--- src/core/lcd_port_pkg.sv ---
// Constants for the character display host port: instruction codes, memory sizes,
// address map figures and timing counts.
// Assumes one core clock of 25 MHz.
package lcd_port_pkg;
  localparam int unsigned CLK_PERIOD_NS  = 40;
  localparam int unsigned EXEC_TIME_NS   = 40000;
  localparam int unsigned EXEC_CYCLES    = (EXEC_TIME_NS + CLK_PERIOD_NS - 1) / CLK_PERIOD_NS;
  localparam int unsigned CHAR_TIME_NS   = 800;
  localparam int unsigned CHAR_CYCLES    = CHAR_TIME_NS / CLK_PERIOD_NS;
  localparam int unsigned EXEC_W         = 10;
  localparam int unsigned CHAR_W         = 5;

  localparam int unsigned TEXT_DEPTH     = 80;
  localparam int unsigned GLYPH_DEPTH    = 64;
  localparam logic [6:0]  ONE_LINE_LAST  = 7'h4f;
  localparam logic [6:0]  LINE1_LAST     = 7'h27;
  localparam logic [6:0]  LINE2_BASE     = 7'h40;
  localparam logic [6:0]  LINE2_LAST     = 7'h67;
  localparam logic [6:0]  LINE_LEN       = 7'h28;
  localparam logic [6:0]  CHARS_PER_DRV  = 7'h08;
  localparam logic [3:0]  MAX_DRV_ONE    = 4'h9;
  localparam logic [3:0]  MAX_DRV_TWO    = 4'h4;

  // Instruction field positions
  localparam int unsigned BIT_SET_TEXT   = 7;
  localparam int unsigned BIT_SET_GLYPH  = 6;
  localparam int unsigned BIT_FUNC       = 5;
  localparam int unsigned BIT_SHIFT_OP   = 4;
  localparam int unsigned BIT_ENTRY      = 2;
  localparam int unsigned BIT_HOME       = 1;
  localparam int unsigned BIT_LINES      = 3;
  localparam int unsigned BIT_DISP_SEL   = 3;
  localparam int unsigned BIT_RIGHT      = 2;
  localparam int unsigned BIT_DIR_UP     = 1;

  localparam logic [7:0]  RESET_DATA     = 8'h00;
  localparam logic [6:0]  RESET_COUNTER  = 7'h00;
  localparam logic [6:0]  RESET_SHIFT    = 7'h00;
  localparam logic        RESET_DIR_UP   = 1'b1;
  localparam logic        RESET_TWO_LINE = 1'b0;

  localparam int unsigned FIFO_DEPTH     = 2;
  localparam int unsigned ENTRY_W        = 16;

  typedef enum logic [2:0] {
    ST_IDLE  = 3'b001,
    ST_EXEC  = 3'b010,
    ST_FETCH = 3'b100
  } op_state_t;
endpackage : lcd_port_pkg

--- src/core/lcd_host_port.sv ---
// Host port of a character display controller: instruction and data registers,
// busy flag, stepping address counter, text and glyph memories, refresh scan.
// Assumes host pins are asynchronous to mclk and strobes last several mclk cycles.
//
// Overview of operation
// [RULE1] Register select high picks the data register, low picks the instruction register.
// [RULE2] Read/write and register select give instruction write, status read, data write, data read.
// [RULE3] Instruction register is write only; a status read returns busy and counter.
// [RULE4] Each written data byte is copied into text or glyph memory at the counter.
// [RULE5] Setting an address fetches that memory byte into the data register.
// [RULE6] Each data write moves to the next memory location automatically.
// [RULE7] Each data read reloads the data register from the newly stepped address.
// [RULE8] Busy stays high during internal work; instructions issued meanwhile are discarded.
// [RULE9] A status read puts the busy flag on the top bus bit.
// [RULE10] The host polls status and issues instructions only while busy reads low.
// [RULE11] Counter bits on a status read are meaningless while busy is high.
// [RULE12] Address-set instructions choose text or glyph memory then load the counter.
// [RULE13] Every data access steps the counter by one in the chosen direction.
// [RULE14] A status read while idle puts the seven counter bits on bits zero to six.
// [RULE15] The counter also gives the cursor position.
// [RULE16] Host memory traffic is interleaved with refresh reads without disturbing them.
// [RULE17] Text memory holds eighty eight-bit character codes.
// [RULE18] One-line mode maps positions to consecutive addresses from 00; own outputs 00-07.
// [RULE19] One-line right shift shows 4F first, left shift shows 01 first.
// [RULE20] Two-line mode starts lines at 00 and 40; own outputs 00-07 and 40-47.
// [RULE21] Two-line lines span 00-27 and 40-67; shifting wraps inside each line.
// [RULE22] Expansion drivers add eight positions each, up to nine or four.
// [RULE23] Enable qualifies transfers; inputs latch at its fall, read data drives while high.
`timescale 1ns/1ps
`default_nettype none
module lcd_host_port (
  input  wire logic       mclk,
  input  wire logic       arst_n,
  input  wire logic       enable_strobe,
  input  wire logic       read_not_write,
  input  wire logic       register_select,
  input  wire logic [7:0] host_bus_in,
  output logic      [7:0] host_bus_out,
  output logic            host_bus_oe,
  input  wire logic [3:0] expander_count,
  output logic      [7:0] scan_char,
  output logic      [6:0] scan_addr,
  output logic      [6:0] scan_pos,
  output logic            scan_line,
  output logic            scan_valid,
  output logic            expansion_shift_clock,
  output logic            lcd_alternation,
  output logic      [6:0] cursor_addr,
  output logic            cursor_in_glyph,
  output logic            busy_flag
);

  // Counter step with per-mode wrap
  function automatic logic [6:0] step_addr(input logic [6:0] a, input logic up,
                                           input logic glyph, input logic two);
    logic [6:0] r;
    r = a;
    if (glyph) begin
      r = {1'b0, up ? a[5:0] + 6'h01 : a[5:0] - 6'h01};
    end else if (!two) begin
      if (up) begin
        r = (a >= lcd_port_pkg::ONE_LINE_LAST) ? 7'h00 : a + 7'h01;
      end else begin
        r = (a == 7'h00) ? lcd_port_pkg::ONE_LINE_LAST : a - 7'h01;
      end
    end else if (up) begin
      if (a == lcd_port_pkg::LINE1_LAST) begin
        r = lcd_port_pkg::LINE2_BASE;
      end else if (a >= lcd_port_pkg::LINE2_LAST) begin
        r = 7'h00;
      end else begin
        r = a + 7'h01;
      end
    end else begin
      if (a == lcd_port_pkg::LINE2_BASE) begin
        r = lcd_port_pkg::LINE1_LAST;
      end else if (a == 7'h00) begin
        r = lcd_port_pkg::LINE2_LAST;
      end else begin
        r = a - 7'h01;
      end
    end
    return r;
  endfunction : step_addr

  // Display position to text address, shift applied inside the line
  function automatic logic [6:0] map_pos(input logic [6:0] pos, input logic line,
                                         input logic two, input logic [6:0] shift);
    logic [7:0] s;
    logic [7:0] lim;
    s = {1'b0, pos} + {1'b0, shift};
    lim = two ? {1'b0, lcd_port_pkg::LINE_LEN} : {1'b0, lcd_port_pkg::ONE_LINE_LAST} + 8'h01;
    if (s >= lim) begin
      s = s - lim;
    end
    if (two && line) begin
      return s[6:0] + lcd_port_pkg::LINE2_BASE;
    end
    return s[6:0];
  endfunction : map_pos

  // Text address to storage cell; two-line mode folds 40-67 onto 28-4F, one-line mode stays linear
  function automatic logic [6:0] text_index(input logic [6:0] a, input logic two);
    return (two && a >= lcd_port_pkg::LINE2_BASE) ? a - (lcd_port_pkg::LINE2_BASE - lcd_port_pkg::LINE_LEN) : a;
  endfunction : text_index

  // Pin synchronisers: first stage feeds only the second
  logic [10:0] pin_s1;
  logic [10:0] pin_s2;
  logic        e_d;
  always_ff @(posedge mclk or negedge arst_n) begin
    if (!arst_n) begin
      pin_s1 <= 11'h000;
      pin_s2 <= 11'h000;
      e_d    <= 1'b0;
    end else begin
      pin_s1 <= {enable_strobe, read_not_write, register_select, host_bus_in};
      pin_s2 <= pin_s1;
      e_d    <= pin_s2[10];
    end
  end

  logic       e_high;
  logic       e_fall;
  logic       p_read;
  logic       p_data;
  logic [7:0] p_bus;
  assign e_high = pin_s2[10];
  assign e_fall = e_d & ~pin_s2[10]; // [RULE23]
  assign p_read = pin_s2[9];
  assign p_data = pin_s2[8];
  assign p_bus  = pin_s2[7:0];

  logic ev_instr;
  logic ev_status;
  logic ev_wdata;
  logic ev_rdata;
  assign ev_instr  = e_fall & ~p_read & ~p_data; // [RULE2]
  assign ev_status = e_fall &  p_read & ~p_data;
  assign ev_wdata  = e_fall & ~p_read &  p_data; // [RULE1]
  assign ev_rdata  = e_fall &  p_read &  p_data;

  // Memories
  logic [7:0] display_text_mem [lcd_port_pkg::TEXT_DEPTH];  // [RULE17]
  logic [7:0] user_glyph_mem   [lcd_port_pkg::GLYPH_DEPTH];

  // Two-entry write buffer {glyph, addr, data}; refresh slots stall its drain
  logic [lcd_port_pkg::ENTRY_W-1:0] fifo_mem [lcd_port_pkg::FIFO_DEPTH];
  logic       wr_ptr;
  logic       rd_ptr;
  logic [1:0] fifo_cnt;
  logic       fifo_in_valid;
  logic       fifo_in_ready;
  logic       fifo_out_valid;
  logic       fifo_out_ready;
  logic       host_slot;

  // Control state
  lcd_port_pkg::op_state_t   state;
  logic [lcd_port_pkg::EXEC_W-1:0] exec_cnt;
  logic [6:0] addr_counter;
  logic       glyph_sel;
  logic       dir_up;
  logic       two_line;
  logic [6:0] disp_shift;
  logic       fetch_after;
  logic [7:0] data_transfer;

  assign fifo_in_ready  = (fifo_cnt != 2'h2);
  // Writes during internal work are dropped, so a stored byte and a counter step always pair
  assign fifo_in_valid  = ev_wdata & (state == lcd_port_pkg::ST_IDLE);
  assign fifo_out_valid = (fifo_cnt != 2'h0);
  assign fifo_out_ready = host_slot;  // [RULE16]
  assign busy_flag      = (state != lcd_port_pkg::ST_IDLE) | ~fifo_in_ready; // [RULE8]

  always_ff @(posedge mclk or negedge arst_n) begin
    if (!arst_n) begin
      wr_ptr   <= 1'b0;
      rd_ptr   <= 1'b0;
      fifo_cnt <= 2'd0;
    end else begin
      if (fifo_in_valid && fifo_in_ready) begin
        fifo_mem[wr_ptr] <= {glyph_sel, addr_counter, p_bus}; // [RULE4]
        wr_ptr <= ~wr_ptr;
      end
      if (fifo_out_valid && fifo_out_ready) begin
        rd_ptr <= ~rd_ptr;
      end
      fifo_cnt <= fifo_cnt + {1'b0, fifo_in_valid & fifo_in_ready}
                           - {1'b0, fifo_out_valid & fifo_out_ready};
    end
  end

  // Buffer drain into memory on host slots only
  logic [lcd_port_pkg::ENTRY_W-1:0] head;
  assign head = fifo_mem[rd_ptr];
  always_ff @(posedge mclk) begin
    if (fifo_out_valid && fifo_out_ready) begin
      if (head[15]) begin
        user_glyph_mem[head[13:8]] <= head[7:0]; // [RULE4]
      end else if (two_line ? (head[14:8] <= lcd_port_pkg::LINE1_LAST
                               || (head[14:8] >= lcd_port_pkg::LINE2_BASE && head[14:8] <= lcd_port_pkg::LINE2_LAST))
                            : head[14:8] <= lcd_port_pkg::ONE_LINE_LAST) begin
        display_text_mem[text_index(head[14:8], two_line)] <= head[7:0]; // [RULE17]
      end
    end
  end

  // Instruction execution, address counter and mode bits
  always_ff @(posedge mclk or negedge arst_n) begin
    if (!arst_n) begin
      state        <= lcd_port_pkg::ST_IDLE;
      exec_cnt     <= '0;
      addr_counter <= lcd_port_pkg::RESET_COUNTER;
      glyph_sel    <= 1'b0;
      dir_up       <= lcd_port_pkg::RESET_DIR_UP;
      two_line     <= lcd_port_pkg::RESET_TWO_LINE;
      disp_shift   <= lcd_port_pkg::RESET_SHIFT;
      fetch_after  <= 1'b0;
    end else begin
      case (state)
        lcd_port_pkg::ST_IDLE: begin
          if (ev_instr) begin // [RULE8]
            state       <= lcd_port_pkg::ST_EXEC;
            exec_cnt    <= lcd_port_pkg::EXEC_W'(lcd_port_pkg::EXEC_CYCLES - 1);
            fetch_after <= 1'b0;
            if (p_bus[lcd_port_pkg::BIT_SET_TEXT]) begin // [RULE12]
              glyph_sel    <= 1'b0;
              addr_counter <= p_bus[6:0];
              fetch_after  <= 1'b1; // [RULE5]
            end else if (p_bus[lcd_port_pkg::BIT_SET_GLYPH]) begin
              glyph_sel    <= 1'b1;
              addr_counter <= {1'b0, p_bus[5:0]};
              fetch_after  <= 1'b1;
            end else if (p_bus[lcd_port_pkg::BIT_FUNC]) begin
              two_line   <= p_bus[lcd_port_pkg::BIT_LINES];
              disp_shift <= lcd_port_pkg::RESET_SHIFT;
            end else if (p_bus[lcd_port_pkg::BIT_SHIFT_OP]) begin
              if (p_bus[lcd_port_pkg::BIT_DISP_SEL]) begin
                if (p_bus[lcd_port_pkg::BIT_RIGHT]) begin // [RULE19] [RULE21]
                  disp_shift <= (disp_shift == 7'h00)
                              ? (two_line ? lcd_port_pkg::LINE1_LAST : lcd_port_pkg::ONE_LINE_LAST)
                              : disp_shift - 7'h01;
                end else begin
                  disp_shift <= (disp_shift == (two_line ? lcd_port_pkg::LINE1_LAST
                                                         : lcd_port_pkg::ONE_LINE_LAST))
                              ? 7'h00 : disp_shift + 7'h01;
                end
              end else begin
                addr_counter <= step_addr(addr_counter, p_bus[lcd_port_pkg::BIT_RIGHT],
                                          glyph_sel, two_line);
              end
            end else if (p_bus[lcd_port_pkg::BIT_ENTRY]) begin
              dir_up <= p_bus[lcd_port_pkg::BIT_DIR_UP];
            end else if (p_bus[lcd_port_pkg::BIT_HOME]) begin
              glyph_sel    <= 1'b0;
              addr_counter <= lcd_port_pkg::RESET_COUNTER;
              disp_shift   <= lcd_port_pkg::RESET_SHIFT;
            end
          end else if (ev_wdata && fifo_in_ready) begin
            addr_counter <= step_addr(addr_counter, dir_up, glyph_sel, two_line); // [RULE6] [RULE13]
          end else if (ev_rdata) begin
            addr_counter <= step_addr(addr_counter, dir_up, glyph_sel, two_line); // [RULE13]
            state        <= lcd_port_pkg::ST_FETCH; // [RULE7]
          end
        end
        lcd_port_pkg::ST_EXEC: begin
          if (exec_cnt == '0) begin
            state <= fetch_after ? lcd_port_pkg::ST_FETCH : lcd_port_pkg::ST_IDLE;
          end else begin
            exec_cnt <= exec_cnt - 1'b1;
          end
        end
        lcd_port_pkg::ST_FETCH: begin
          // Wait for pending writes so the fetched byte is current
          if (!fifo_out_valid && host_slot) begin
            state <= lcd_port_pkg::ST_IDLE;
          end
        end
        default: begin
          state <= lcd_port_pkg::ST_IDLE;
        end
      endcase
    end
  end

  // Data register: written byte, or memory byte on a fetch
  always_ff @(posedge mclk or negedge arst_n) begin
    if (!arst_n) begin
      data_transfer <= lcd_port_pkg::RESET_DATA;
    end else if (fifo_in_valid && fifo_in_ready) begin
      data_transfer <= p_bus;
    end else if (state == lcd_port_pkg::ST_FETCH && !fifo_out_valid && host_slot) begin
      if (glyph_sel) begin
        data_transfer <= user_glyph_mem[addr_counter[5:0]]; // [RULE5] [RULE7]
      end else begin
        data_transfer <= display_text_mem[text_index(addr_counter, two_line)];
      end
    end
  end

  // Host read drive while enable is high
  always_ff @(posedge mclk or negedge arst_n) begin
    if (!arst_n) begin
      host_bus_out <= 8'h00;
      host_bus_oe  <= 1'b0;
    end else begin
      host_bus_oe <= e_high & p_read; // [RULE23]
      if (p_data) begin
        host_bus_out <= data_transfer;
      end else begin
        // Counter is masked while busy since it may be mid-update
        host_bus_out <= {busy_flag, busy_flag ? 7'h00 : addr_counter}; // [RULE3] [RULE9] [RULE11] [RULE14]
      end
    end
  end

  assign cursor_addr     = addr_counter;  // [RULE15]
  assign cursor_in_glyph = glyph_sel;

  // Refresh scan: slot 0 is refresh, slot 1 host
  logic [lcd_port_pkg::CHAR_W-1:0] char_div;
  logic       char_tick;
  logic [6:0] pos;
  logic       line;
  logic [3:0] drv;
  logic [6:0] visible;
  logic [6:0] cur_addr;
  logic [6:0] cur_index;
  always_ff @(posedge mclk or negedge arst_n) begin
    if (!arst_n) begin
      host_slot <= 1'b0;
      char_div  <= '0;
    end else begin
      host_slot <= ~host_slot;
      char_div  <= (char_div == lcd_port_pkg::CHAR_W'(lcd_port_pkg::CHAR_CYCLES - 1)) ? '0 : char_div + 1'b1;
    end
  end
  assign char_tick = (char_div == '0) && !host_slot; // [RULE16]

  always_comb begin
    drv = expander_count;
    if (!two_line && drv > lcd_port_pkg::MAX_DRV_ONE) begin
      drv = lcd_port_pkg::MAX_DRV_ONE;
    end else if (two_line && drv > lcd_port_pkg::MAX_DRV_TWO) begin
      drv = lcd_port_pkg::MAX_DRV_TWO;
    end
  end
  assign visible   = 7'(({3'b000, drv} + 7'h01) * lcd_port_pkg::CHARS_PER_DRV); // [RULE22]
  assign cur_addr  = map_pos(pos, line, two_line, disp_shift); // [RULE18] [RULE20] [RULE21]
  assign cur_index = text_index(cur_addr, two_line);

  always_ff @(posedge mclk or negedge arst_n) begin
    if (!arst_n) begin
      pos                   <= 7'h00;
      line                  <= 1'b0;
      scan_char             <= 8'h00;
      scan_addr             <= 7'h00;
      scan_pos              <= 7'h00;
      scan_line             <= 1'b0;
      scan_valid            <= 1'b0;
      expansion_shift_clock <= 1'b0;
      lcd_alternation       <= 1'b0;
    end else begin
      scan_valid            <= char_tick;
      expansion_shift_clock <= char_tick && (pos >= lcd_port_pkg::CHARS_PER_DRV); // [RULE22]
      if (char_tick) begin
        scan_char <= display_text_mem[cur_index];
        scan_addr <= cur_addr;
        scan_pos  <= pos;
        scan_line <= line;
        if (pos >= visible - 7'h01) begin
          pos <= 7'h00;
          if (two_line && !line) begin
            line <= 1'b1;
          end else begin
            line            <= 1'b0;
            lcd_alternation <= ~lcd_alternation;
          end
        end else begin
          pos <= pos + 7'h01;
        end
      end
    end
  end

endmodule : lcd_host_port
`default_nettype wire

--- config.mk ---
export PLATFORM = sky130hd
export DESIGN_NAME = lcd_host_port
export DESIGN_NICKNAME = d
export VERILOG_FILES = /design/src/core/lcd_port_pkg.sv /design/src/core/lcd_host_port.sv
export SDC_FILE = /design/constraint.sdc
export NUM_CORES = 2
export LEC_CHECK = 0
export BUFFER_PORTS_ARGS = -buffer_cell sky130_fd_sc_hd__buf_2
export CORE_MARGIN = 10
export CORE_UTILIZATION = 57
export DETAILED_ROUTE_END_ITERATION = 7
export PLACE_DENSITY_LB_ADDON = 0.1
export SLEW_MARGIN = 5
export SYNTH_ARGS = -nofsm -noshare
export SYNTH_HDL_FRONTEND = slang
export SYNTH_SLANG_ARGS = --single-unit
--- constraint.sdc ---
create_clock -name mclk -period 4.7 [get_ports mclk]
set_input_delay 0.705 -clock mclk [delete_from_list [all_inputs] [get_ports mclk]]
set_output_delay 0.705 -clock mclk [all_outputs]
set_load 0.01 [all_outputs]
==> impl_metrics.json <==
{
  "drc": 0,
  "tns_ns": 0,
  "start_util": 0.5726,
  "cts_sinks": 1299,
  "synth_largest_area_cell": "edfxtp_1",
  "antenna_found_initial": 3,
  "post-place-cells": 4574,
  "antenna_left": 0,
  "fill_cells": 6874,
  "ir_drop_v": 0.0003951,
  "hold_violations": 0,
  "async_reset_ff_frac": 0.08853,
  "cp-end-kind": "flip-flop",
  "grt_pass1_vias": 32770,
  "grt_remaining_overflow": 0,
  "gp_congestion": 0.8988,
  "cp_max_fo": 16,
  "max_stage_delay_ns": 0.54,
  "synth-simple-area-share": 0.04086,
  "synth_top_area_frac": 0.6120,
  "synthXorXnorAreaFrac": 0.007388,
  "rsz0062_at_grt": "true",
  "ys_types": 75,
  "grt_max_degree": 83,
  "syn-cell-area_sq_um": 58090,
  "cpMaxStageDelayCell": "mux2_2",
  "port_buffers": 60,
  "drt_wl_total_um": 153000,
  "status": "finished clean",
  "ys_seq_area_frac": 0.6616,
  "cts_tree": "yes",
  "synth_nets": 3171,
  "rows": 117,
  "crit_type": "flip-flop to flip-flop",
  "grt_use_met2": 0.4123,
  "dr.pass1.iters": 6,
  "crit_arrival_ns": 5.22,
  "ys_warn_count": 0,
  "core_sq_um": 101400,
  "vias": 32420,
  "slew_headroom": 0.2611,
  "cts_buffers": 136,
  "wl_per_cell_um": 31.73,
  "min_path_type": "input pin to flip-flop",
  "hold_ws_ns": 0.06483,
  "synthCells": 3116,
  "setup-violations-final": 0,
  "synth.ff_latch_count": 1299,
  "synthAdderAreaFrac": 0.008443,
  "synthMuxAreaShare": 0.2349,
  "root_buffer": "clkbuf_16",
  "syn_avg_cell_area_sq_um": 18.64,
  "synth_ff_type": "edfxtp_1",
  "grt_pass1_wl_um": 226300,
  "cp_cell_sequence": "ha_1 -> a211oi_1 -> o21bai_1 -> a21oi_2 -> xnor2_1 -> ha_1 -> nor4bb_1 -> nand4_1 -> o211ai_4 -> mux2i_4 -> mux2_2 -> nand2_1 -> o22ai_1 -> a211oi_1 -> o31ai_1",
  "htree_levels": 4,
  "start_kind": "flip-flop",
  "clk_pin_slew_worst_paths_ns": 0.06,
  "synth_top_family_by_area": "multiplexers",
  "place_hpwl_um": 101200,
  "dieWidth_um": 339.2,
  "use_met1": 0.3766,
  "drv_slew": 0,
  "fin_crit_ns": 4.606,
  "grt.busiest_layer": "met2",
  "die_y_um": 339.2,
  "power.density_nw_per_um2": 542.6,
  "synth_compound_area_frac": 0.03119,
  "max_freq_ghz": 0.2171,
  "grtUsageMet3": 0.06164,
  "critPathRequiredTime_ns": 5.32,
  "final_cells": 4823,
  "viasPerCell": 6.722,
  "power_leakage_nw": 21.70,
  "cts_buffer_depth": 3,
  "area_growth_pct": 13.58,
  "clock_latency_ns": 0.75,
  "synth_edf_count": 1184,
  "drv_cap": 0,
  "fin_crit_sh": 0.9800,
  "grt.total_usage": 0.2663,
  "drt_iter0_markers": 3910,
  "io_pins": 61,
  "die_area_sq_um": 115100,
  "synth.area.top_cells": "edfxtp_1 (61%), mux4_2 (21%), dfrtp_1 (4.9%)",
  "fin_skew_ns": 0.02046,
  "drive_above_1_share": 0.3146,
  "num-nets-final": 3407,
  "antenna_cells": 0,
  "worst_slew_pin_slew_ns": 1.108
}
-- stage by stage --
stage	util	cell area [sq um]	power (mW)	worst slack (ns)
after detailed placement	0.6050	61370	25.33	-0.09376
after floorplan	-	58140	20.97	0.01398
after CTS	0.6490	65840	35.94	0.02602
final	0.6504	65980	35.80	0.09378
after global routing	0.6504	65980	36.99	-0.04996
after global placement	0.6050	61370	25.17	0.004634
-- cell usage in the layout (no fill, tap or decap), types with 28 or more instances in the layout --
cell type | Yosys | final
mux4_2 | 544 | 544
nor2_1 | 219 | 219
buf_4 | 2 | 197
o21ai_0 | 63 | 60
dfrtp_1 | 113 | 109
buf_2 | 46 | 59
clkbuf_1 | 98 | 30
ha_1 | 36 | 35
a21oi_1 | 47 | 44
nor3_1 | 29 | 28
clkbuf_16 | 0 | 143
edfxtp_1 | 1184 | 1184
inv_1 | 33 | 32
nand2_1 | 227 | 227
mux2i_1 | 99 | 99
-- registers in the layout, summed over array words and instances, names as in the netlist, 5 cells and up --
signal / flops
cursor_addr: 7
disp_shift: 7
char_div: 5
pin_s1: 11
fifo_mem: 32
scan_addr: 7
exec_cnt: 10
pin_s2: 11
data_transfer: 8
pos: 7
user_glyph_mem: 512
scan_pos: 7
display_text_mem: 640
scan_char: 8
host_bus_out: 8
-- cell usage after synthesis (4+ instances only) --
cell          n
a211oi_1     27
o22ai_1      24
nor2b_1      14
nand2_1     227
o211ai_1      5
a22oi_1       8
o2111ai_1     6
dfrtp_1     113
clkinv_1      4
o31ai_1      28
buf_2        46
nor2_1      219
and3_1        4
a21oi_1      47
mux2_2       31
xnor2_1      29
clkbuf_1     98
xor2_1       15
nor3_1       29
and2_1        6
or3_1         4
buf_1        38
ha_1         36
nand4_1       7
mux2i_1      99
o221a_1       7
o21ai_0      63
edfxtp_1   1184
a21o_1        4
o21a_1        4
mux4_2      544
nor4_1        4
or2_2         4
nand3_1      22
a31oi_1       9
inv_1        33
nand2b_1     11
-- routing by layer --
layer  vias up  routed length, um
met1     17170              60360
met2      1644              72860
met5         -                 23
met3       280              14720
li1      13330                  -
met4         4               5047
-- area by class of cell --
cell class / count / area [sq um] / area share
Clock buffer: 176 / 3732 / 0.05657
Clock inverter: 65 / 708.2 / 0.01073
Inverter: 38 / 150.1 / 0.002276
Multi-Input combinational cell: 1594 / 18930 / 0.2870
Sequential cell: 1299 / 38450 / 0.5827
Tap cell: 1368 / 1712 / 0.02594
Timing Repair Buffer: 283 / 2296 / 0.03480
-- power by group --
| part | internal (mW) | switching (mW) | total, mW |
|---|---|---|---|
| Combinational | 4.73 | 6.41 | 11.1 |
| Sequential | 13.6 | 0.438 | 14.0 |
| Clock | 6.19 | 4.46 | 10.7 |
-- cells by family after synthesis --
family                     after synthesis
AOI/OAI and AO/OA                      270
xor gates and xnor gates                46
adders and majority gates               38
buffers and inverters                  223
DFF                                   1299
muxes                                  677
and+or+nand+nor                        563
-- final timing paths --
| kind | startpoint | endpoint | slack (ns) | cells past startpoint |
|---|---|---|---|---|
| setup / recovery | disp_shift[1]$_DFFE_PN0P_ | scan_char[7]$_DFFE_PN0P_ | 0.09 | 15 |
| hold / removal | host_bus_in[0] | pin_s1[0]$_DFF_PN0_ | 0.06 | 1 |
| setup reg to reg | disp_shift[1]$_DFFE_PN0P_ | scan_char[7]$_DFFE_PN0P_ | 0.09 | 15 |
| hold reg to reg | pin_s1[4]$_DFF_PN0_ | pin_s2[4]$_DFF_PN0_ | 0.35 | 0 |
| max in group asynchronous | arst_n | cursor_addr[1]$_DFFE_PN0P_ | 2.65 | 3 |
| min in group asynchronous | arst_n | scan_addr[1]$_DFFE_PN0P_ | 0.53 | 2 |
-- timing repair --
| item | in CTS | in global routing |
|---|---|---|
| resized for setup | 2 | 17 |
| endpoints found under the setup margin | 6 | 8 |
| setup buffers | 0 | 7 |
| hold buffers | 1 | 0 |
| endpoints found under the hold margin | 37 | 0 |
| pin swaps | 0 | 13 |
-- critical path, delay by kind of cell, from the launching register on --
kind / cells / cell delay (ns)
AO/OA/AOI/OAI: 7 / 1.31
XOR/XNOR: 1 / 0.12
adder cells (fa/ha/maj): 2 / 0.68
flip-flops: 1 / 0.43
multiplexers: 2 / 0.97
AND/OR/NAND/NOR: 3 / 0.97
Power figures use the tool's default switching activity.
